**src/logic/fpsc_defines.vh**
```
// Register map, field layout, reset values and timing figures of the fan drive block
`ifndef FPSC_DEFINES_VH
`define FPSC_DEFINES_VH

// Register offsets
`define FPSC_ADDR_STARTUP      8'h4b
`define FPSC_ADDR_LEVEL        8'h4c
`define FPSC_ADDR_DIVISOR      8'h4d

// Startup configuration fields
`define FPSC_SU_FAST_BIT       5
`define FPSC_SU_DUTY_HI        4
`define FPSC_SU_DUTY_LO        3
`define FPSC_SU_TIME_HI        2
`define FPSC_SU_TIME_LO        0

// Reset values
`define FPSC_RST_STARTUP       6'h3f
`define FPSC_RST_LEVEL         6'h00
`define FPSC_RST_DIVISOR       5'h17

// Startup duty codes
`define FPSC_DUTY_OFF          2'h0
`define FPSC_DUTY_HALF         2'h1
`define FPSC_DUTY_3Q           2'h2
`define FPSC_DUTY_FULL         2'h3

// Drive levels used during spin-up
`define FPSC_LEVEL_HALF        6'h20
`define FPSC_LEVEL_3Q          6'h30
`define FPSC_LEVEL_FULL        6'h3f

// Timing figures
`define FPSC_CLK_HZ            40000000
`define FPSC_BASE_FAST_HZ      360000
`define FPSC_BASE_SLOW_HZ      1400
`define FPSC_SPINUP_UNIT_MS    50

`endif

```
**src/logic/fpsc_top.v**
```verilog
// Fan drive register set, spin-up sequencer and open-drain output
`include "fpsc_defines.vh"

module fpsc_top #(
    parameter SPINUP_UNIT_CYCLES = (`FPSC_CLK_HZ / 1000) * `FPSC_SPINUP_UNIT_MS,  // Cycles per 0.05 s
    parameter SLOW_DIV_CYCLES    = `FPSC_CLK_HZ / `FPSC_BASE_SLOW_HZ               // Cycles per slow tick
) (
    input  wire       CLOCK_IN,             // 40 MHz system clock
    input  wire       RESETN_IN,            // Synchronous reset, active low
    input  wire [7:0] REG_ADDR_IN,          // Register offset
    input  wire       REG_WR_IN,            // Write strobe, one cycle
    input  wire       REG_RD_IN,            // Read strobe, one cycle
    input  wire [7:0] REG_WDATA_IN,         // Write data
    output wire [7:0] REG_RDATA_OUT,        // Read data, registered
    input  wire       MANUAL_DRIVE_IN,      // Host owns the drive level
    input  wire       SLOW_CLOCK_SEL_IN,    // Base clock select
    input  wire [5:0] TABLE_LEVEL_IN,       // Level from the lookup table
    input  wire       TACH_AT_SPEED_IN,     // Tach measure reached target speed
    output wire       FAN_PWM_OUT,          // Open-drain pin output value
    output wire       FAN_PWM_OE_OUT,       // Open-drain enable, high pulls low
    output wire       SPINUP_ACTIVE_OUT     // Spin-up in progress
);

    localparam FAST_DIV_CYCLES = `FPSC_CLK_HZ / `FPSC_BASE_FAST_HZ;
    localparam ST_IDLE         = 1'b0;
    localparam ST_SPIN         = 1'b1;

    reg  [5:0]  startup_q;
    reg  [5:0]  level_q;
    reg  [4:0]  divisor_q;
    reg  [7:0]  rdata_q;
    reg         state_q;
    reg         state_d;
    reg  [31:0] spin_cnt_q;
    reg  [31:0] spin_cnt_d;
    reg  [31:0] spin_limit_q;
    reg  [5:0]  spin_level_q;
    reg         spin_fast_q;
    reg         want_prev_q;
    reg         oe_q;
    reg  [7:0]  rdata_d;
    wire        fast_sel;
    wire [1:0]  duty_code;
    wire [2:0]  time_code;
    wire [5:0]  req_level;
    wire        want_on;
    wire        start_req;
    wire        bypass;
    wire [5:0]  drive_level;
    wire        fan_on;
    wire        wr_level;

    // Startup duty decode
    function [5:0] duty_level;
        input [1:0] code;
        input       fast;
        begin
            if (fast)
                duty_level = `FPSC_LEVEL_FULL;
            else begin
                case (code)
                    `FPSC_DUTY_HALF: duty_level = `FPSC_LEVEL_HALF;
                    `FPSC_DUTY_3Q:   duty_level = `FPSC_LEVEL_3Q;
                    `FPSC_DUTY_FULL: duty_level = `FPSC_LEVEL_FULL;
                    default:         duty_level = 6'h00;
                endcase
            end
        end
    endfunction

    // Startup duration decode, doubling per code step
    function [31:0] spin_cycles;
        input [2:0] code;
        reg   [31:0] unit;
        begin
            unit        = SPINUP_UNIT_CYCLES;
            spin_cycles = (code == 3'h0) ? 32'h0 : (unit << (code - 3'h1));
        end
    endfunction

    // Field extraction
    assign fast_sel  = startup_q[`FPSC_SU_FAST_BIT];
    assign duty_code = startup_q[`FPSC_SU_DUTY_HI:`FPSC_SU_DUTY_LO];
    assign time_code = startup_q[`FPSC_SU_TIME_HI:`FPSC_SU_TIME_LO];

    // Requested level: lookup table or host value
    assign req_level = MANUAL_DRIVE_IN ? level_q : TABLE_LEVEL_IN;
    assign want_on   = (req_level != 6'h00);
    assign start_req = want_on & ~want_prev_q;

    // Spin-up skipped on zero duration, or zero duty when not fast
    assign bypass = (time_code == 3'h0)
                  | ((duty_code == `FPSC_DUTY_OFF) & ~fast_sel);

    // Level reaching the waveform generator
    assign drive_level = (state_q == ST_SPIN) ? spin_level_q : req_level;

    assign wr_level = REG_WR_IN & (REG_ADDR_IN == `FPSC_ADDR_LEVEL);

    // Register writes
    always @(posedge CLOCK_IN) begin
        if (!RESETN_IN) begin
            startup_q <= `FPSC_RST_STARTUP;
            divisor_q <= `FPSC_RST_DIVISOR;
            level_q   <= `FPSC_RST_LEVEL;
        end else begin
            if (REG_WR_IN && REG_ADDR_IN == `FPSC_ADDR_STARTUP)
                startup_q <= REG_WDATA_IN[5:0];
            if (REG_WR_IN && REG_ADDR_IN == `FPSC_ADDR_DIVISOR)
                divisor_q <= REG_WDATA_IN[4:0];
            if (!MANUAL_DRIVE_IN)
                level_q <= TABLE_LEVEL_IN;
            else if (wr_level)
                level_q <= REG_WDATA_IN[5:0];
        end
    end

    // Spin-up sequencer next state
    always @* begin
        state_d    = state_q;
        spin_cnt_d = spin_cnt_q;
        case (state_q)
            ST_IDLE: begin
                spin_cnt_d = 32'h0;
                if (start_req && !bypass)
                    state_d = ST_SPIN;
            end
            ST_SPIN: begin
                spin_cnt_d = spin_cnt_q + 32'h1;
                if (!want_on)
                    state_d = ST_IDLE;
                else if (spin_cnt_q + 32'h1 >= spin_limit_q)
                    state_d = ST_IDLE;
                else if (spin_fast_q && TACH_AT_SPEED_IN)
                    state_d = ST_IDLE;
            end
            default: begin
                state_d    = ST_IDLE;
                spin_cnt_d = 32'h0;
            end
        endcase
    end

    // Spin-up sequencer registers; duty and time captured at start
    always @(posedge CLOCK_IN) begin
        if (!RESETN_IN) begin
            state_q      <= ST_IDLE;
            spin_cnt_q   <= 32'h0;
            spin_limit_q <= 32'h0;
            spin_level_q <= 6'h00;
            spin_fast_q  <= 1'b0;
            want_prev_q  <= 1'b0;
        end else begin
            state_q     <= state_d;
            spin_cnt_q  <= spin_cnt_d;
            want_prev_q <= want_on;
            if (state_q == ST_IDLE && start_req) begin
                spin_limit_q <= spin_cycles(time_code);
                spin_level_q <= duty_level(duty_code, fast_sel);
                spin_fast_q  <= fast_sel;
            end
        end
    end

    // Read data mux
    always @* begin
        case (REG_ADDR_IN)
            `FPSC_ADDR_STARTUP: rdata_d = {2'h0, startup_q};
            `FPSC_ADDR_LEVEL:   rdata_d = (state_q == ST_SPIN) ? 8'h00 : {2'h0, level_q};
            `FPSC_ADDR_DIVISOR: rdata_d = {3'h0, divisor_q};
            default:            rdata_d = 8'h00;
        endcase
    end

    // Read data register
    always @(posedge CLOCK_IN) begin
        if (!RESETN_IN)
            rdata_q <= 8'h00;
        else if (REG_RD_IN)
            rdata_q <= rdata_d;
    end

    // Waveform generator
    fpsc_pwm_gen #(
        .FAST_DIV (FAST_DIV_CYCLES),
        .SLOW_DIV (SLOW_DIV_CYCLES)
    ) u_pwm (
        .clk_in      (CLOCK_IN),
        .rst_n_in    (RESETN_IN),
        .slow_sel_in (SLOW_CLOCK_SEL_IN),
        .divisor_in  (divisor_q),
        .level_in    (drive_level),
        .fan_on_out  (fan_on)
    );

    // Open-drain pin: pulled low while fan is off
    always @(posedge CLOCK_IN) begin
        if (!RESETN_IN)
            oe_q <= 1'b1;
        else
            oe_q <= ~fan_on;
    end

    assign FAN_PWM_OUT       = 1'b0;
    assign FAN_PWM_OE_OUT    = oe_q;
    assign SPINUP_ACTIVE_OUT = state_q;
    assign REG_RDATA_OUT     = rdata_q;

endmodule

```
**src/logic/fpsc_pwm_gen.v**
```verilog
// Base clock divider and fan drive waveform generator
`include "fpsc_defines.vh"

module fpsc_pwm_gen #(
    parameter FAST_DIV = `FPSC_CLK_HZ / `FPSC_BASE_FAST_HZ,   // Clock cycles per fast base tick
    parameter SLOW_DIV = `FPSC_CLK_HZ / `FPSC_BASE_SLOW_HZ    // Clock cycles per slow base tick
) (
    input  wire       clk_in,               // System clock
    input  wire       rst_n_in,             // Synchronous reset, active low
    input  wire       slow_sel_in,          // 1 selects the slow base clock
    input  wire [4:0] divisor_in,           // Output rate divisor n
    input  wire [5:0] level_in,             // Drive level 0..63
    output wire       fan_on_out            // Fan drive active, registered
);

    reg  [14:0] tick_cnt_q;
    reg  [5:0]  phase_q;
    reg  [5:0]  period_q;
    reg  [5:0]  level_q;
    reg         on_q;
    wire [14:0] tick_max;
    wire        tick;
    wire [4:0]  n_eff;
    wire [5:0]  period_d;
    wire [11:0] phase_scaled;
    wire [11:0] on_scaled;

    // Base tick selection
    assign tick_max = slow_sel_in ? SLOW_DIV[14:0] - 15'h0001 : FAST_DIV[14:0] - 15'h0001;
    assign tick     = (tick_cnt_q >= tick_max);

    // Divisor zero acts as one; period is 2n base ticks
    assign n_eff    = (divisor_in == 5'h00) ? 5'h01 : divisor_in;
    assign period_d = {n_eff, 1'b0};

    // Duty compare scaled to 64 steps per period
    assign phase_scaled = {phase_q, 6'h00};
    assign on_scaled    = level_q * period_q;

    // Base divider and phase counter; divisor and level taken at period start, clock select and full level at once
    always @(posedge clk_in) begin
        if (!rst_n_in) begin
            tick_cnt_q <= 15'h0000;
            phase_q    <= 6'h00;
            period_q   <= {`FPSC_RST_DIVISOR, 1'b0};
            level_q    <= 6'h00;
            on_q       <= 1'b0;
        end else begin
            if (tick) begin
                tick_cnt_q <= 15'h0000;
                if (phase_q + 6'h01 >= period_q) begin
                    phase_q  <= 6'h00;
                    period_q <= period_d;
                    level_q  <= level_in;
                end else begin
                    phase_q <= phase_q + 6'h01;
                end
            end else begin
                tick_cnt_q <= tick_cnt_q + 15'h0001;
            end
            if (level_in == `FPSC_LEVEL_FULL)
                on_q <= 1'b1;
            else
                on_q <= (level_q == `FPSC_LEVEL_FULL) ? 1'b1 : (phase_scaled < on_scaled);
        end
    end

    assign fan_on_out = on_q;

endmodule

```
**config.mk**
```make
export PLATFORM = sky130hd
export DESIGN_NAME = fpsc_top
export DESIGN_NICKNAME = d
export VERILOG_FILES = /design/src/logic/fpsc_top.v /design/src/logic/fpsc_pwm_gen.v
export VERILOG_INCLUDE_DIRS = /design/src /design/src/logic
export SDC_FILE = /design/constraint.sdc
export NUM_CORES = 1
export LEC_CHECK = 0
export BUFFER_PORTS_ARGS = -buffer_cell sky130_fd_sc_hd__clkbuf_2
export CORE_MARGIN = 2
export CORE_UTILIZATION = 53
export DETAILED_ROUTE_END_ITERATION = 10
export HOLD_SLACK_MARGIN = 0.06
export PLACE_DENSITY = 0.71
export SLEW_MARGIN = 20
export SYNTH_ARGS = -nofsm -noshare
export SYNTH_HDL_FRONTEND = slang
export SYNTH_SLANG_ARGS = --single-unit
```
**constraint.sdc**
```tcl
create_clock -name CLOCK_IN -period 4.7 [get_ports CLOCK_IN]
set_clock_uncertainty 0.2 [all_clocks]
set_input_delay 0.47 -clock CLOCK_IN [delete_from_list [all_inputs] [get_ports CLOCK_IN]]
set_output_delay 0.47 -clock CLOCK_IN [all_outputs]
set_load 0.01 [all_outputs]
```
==> impl_metrics.json <==
{
  "outcome": "finished clean",
  "synth_warnings": 0,
  "preCtsSetupSlack_ps": 290.7,
  "hold_class": "in2reg",
  "routed_wl_um": 15040,
  "worstMarginPinSlew_ps": 923.2,
  "synth_cells": 851,
  "grt_use_total_pct": 22.35,
  "critPathKind": "reg2reg",
  "layout_common_cells": "dfxtp_1 (113), nand2_1 (88), ha_1 (74), inv_1 (63), a21oi_1 (63)",
  "fmax_ghz": 0.2304,
  "synth_cell_type_count": 57,
  "worstSetupStartpointType": "flop",
  "io_buffers": 34,
  "seqPwrFrac_pct": 40.0,
  "rsz0062_at_grt": "no",
  "dp_hpwl_um": 11080,
  "ys_async_sr_fraction_pct": 0,
  "die_h_um": 120.1,
  "intPower_mw": 2.015,
  "slew_headroom_pct": 38.45,
  "area_growth_pct": 13.14,
  "drc": 0,
  "avgRoutedWirePerCell_um": 14.09,
  "start_util_pct": 54.15,
  "clockBufferDepth": 2,
  "drtPass1Iterations": 5,
  "clk_latency_ps": 410,
  "cp.required_ps": 4770,
  "powerDensity_mw_per_mm2": 319.6,
  "drv_cap": 0,
  "worstPathMaxFanout": 7,
  "boundaryPins": 40,
  "clock_power_share_pct": 53.7,
  "finalSetupViolations": 0,
  "gp_congestion": 0.8777,
  "htreeDepth": 4,
  "cts_buffers": 17,
  "syn_area_mm2": 0.007142,
  "first_iter_violations": 315,
  "cts.sinks": 116,
  "ys_seq_area_share_pct": 32.52,
  "grt_max_degree": 33,
  "multi_input_area_mm2": 0.004454,
  "via_per_inst": 5.503,
  "cp-end-kind": "flop",
  "final_nets": 994,
  "core.rowCount": 42,
  "crit_family": "adder cells",
  "final_common_cell": "dfxtp_1",
  "hold_viol": 0,
  "tns_ps": 0,
  "post-place-cells": 1036,
  "antenna_found_initial": 0,
  "setup_slack_ps": 360.1,
  "post-route-min-period_ps": 4340,
  "vdd_drop_max_v": 0.0002702,
  "synth-seq-cells": 116,
  "grt_pass1_wl_um": 26030,
  "synth_edf_count": 0,
  "postCtsSetupRepairBufs": 0,
  "finalCritPeriodShare_pct": 92.34,
  "max_stage_delay_ps": 540,
  "ant_nets": 0,
  "cts_root_buf": "clkbuf_16",
  "critical_path_buf_inv_count": 1,
  "p_leak_nw": 3.483,
  "swShare_pct": 21.98,
  "fin_cells": 1067,
  "netSwitchingPower_mw": 0.5675,
  "die-area_mm2": 0.01442,
  "fillers": 1169,
  "core-area_mm2": 0.01319,
  "combPwrFrac_pct": 6.3,
  "slew_viol_final": 0,
  "avgSynthCellArea_um2": 8.392,
  "cts_tree": "done",
  "seq_area_mm2": 0.002326,
  "layout-drive-gt1-share_pct": 9.428,
  "synth_ff_type": "dfxtp_1",
  "grt_remaining_overflow": 0,
  "die_w_um": 120.1,
  "path_cells": "nand2_1, fa_1, fa_1, fa_1, inv_1, ha_1, a21o_1, a21oi_1, xnor2_1, ha_1, nand4bb_1, o31ai_1, a21oi_1, o21ai_0, a21o_1, a21oi_1",
  "grt_pass1_vias": 5421,
  "num_antenna_cells": 0,
  "vias": 5872,
  "cp_slowest_cell": "fa_1",
  "clk_pin_slew_worst_paths_ps": 50,
  "worstPathArrival_ps": 4410
}
## sequential cells by signal (all words and copies together), names as in the netlist
register / flops
level_q: 6
u_pwm.period_q: 5
spin_limit_q: 21
REG_RDATA_OUT: 6
u_pwm.fan_on_out: 1
u_pwm.level_q: 6
spin_fast_q: 1
FAN_PWM_OE_OUT: 1
startup_q: 6
u_pwm.tick_cnt_q: 15
u_pwm.phase_q: 6
spin_cnt_q: 32
divisor_q: 5
want_prev_q: 1
spin_level_q: 3
SPINUP_ACTIVE_OUT: 1
## per-layer routing
metal	global-route usage (%)	wire length [µm]	share of wire (%)	vias to the layer above
met5	0	0	0	-
met1	33.18	7853	52	2732
li1	-	-	-	3011
met3	4.135	546	3.6	22
met4	7.353	242	1.6	0
met2	32.42	6394	43	107
## power by group through the flow
stage	Combinational [mW]	Clock, mW	Sequential [mW]
6_report	0.163	1.39	1.03
5_1_grt	0.185	1.45	1.04
3_3_place_gp	0.159	0	1.05
4_1_cts	0.162	1.41	1.03
2_1_floorplan	0.121	0	1.04
3_5_place_dp	0.161	0	1.05
## worst min-delay path, cell delays in order
cell and delay [ps]:
clkbuf_2 90, nand3_1 70, nand3_1 80
## path summary, 6_finish.rpt
| kind | from | endpoint | slack, ps | cells after the start |
|---|---|---|---|---|
| max | u_pwm.level_q[1]$_SDFFE_PN0P_ | u_pwm.fan_on_out$_SDFF_PN0_ | 360 | 16 |
| min | REG_WDATA_IN[5] | startup_q[5]$_SDFFE_PN1P_ | 130 | 3 |
| max reg2reg | u_pwm.level_q[1]$_SDFFE_PN0P_ | u_pwm.fan_on_out$_SDFF_PN0_ | 360 | 16 |
| min reg2reg | u_pwm.fan_on_out$_SDFF_PN0_ | FAN_PWM_OE_OUT$_SDFF_PN1_ | 180 | 1 |
## what timing repair did
| item | CTS | global route |
|---|---|---|
| gates resized for setup | 0 | 3 |
| hold buffers | 0 | 0 |
| setup endpoints to repair | 0 | 1 |
## per-stage QoR
step | hold slack, ps | power, mW | area (µm²) | utilization [%]
floorplan | 143.4 | 1.165 | 7149 | -
global placement | 176.7 | 1.211 | 7428 | 56.32
detailed placement | 158.2 | 1.214 | 7428 | 56.32
CTS | 129.4 | 2.600 | 8071 | 61.19
global route | 155.7 | 2.670 | 8080 | 61.26
finish | 134.0 | 2.582 | 8080 | 61.26
## cell usage after synthesis (6+ instances only)
library cell	instances	share of area, %
o21ai_0	19	1.3
nor2b_1	28	2.5
a21oi_1	63	4.4
and3_1	10	0.88
dfxtp_1	116	33
nor2_1	59	3.1
clkbuf_1	22	1.2
mux2i_1	12	1.7
nand3_1	61	4.3
o22ai_1	6	0.53
a211oi_1	10	1.1
fa_1	12	3.4
ha_1	74	13
nand4_1	15	1.3
a21o_1	7	0.74
inv_1	63	3.3
o211ai_1	9	0.95
nand2_1	88	4.6
xnor2_1	27	3.3
or3_1	12	1.1
nor3_1	18	1.3
and2_1	27	2.4
xor2_1	26	3.2
## logic make-up (layout without fill, tap and decap cells)
kind of cell             after synthesis  in the layout  share of synthesized area (%)
AND/OR/NAND/NOR                      352            352                          25.61
AO/OA/AOI/OAI                        136            136                          11.79
flip-flops                           116            116                          32.52
buffers and inverters                 94            132                          5.361
adder cells (fa/ha/maj)               86             86                          16.33
XOR/XNOR                              53             53                          6.500
multiplexers                          13             13                          1.840
other                                  1              3                        0.05251
## area by class of cell
| cell class | count | area share (%) |
|---|---|---|
| Clock buffer | 22 | 6.116 |
| Clock inverter | 9 | 1.843 |
| Inverter | 63 | 2.927 |
| Multi-Input combinational cell | 643 | 55.13 |
| Sequential cell | 116 | 28.79 |
| Tap cell | 176 | 2.725 |
| Timing Repair Buffer | 38 | 2.478 |
No activity file was read; power rests on OpenSTA's default activity.
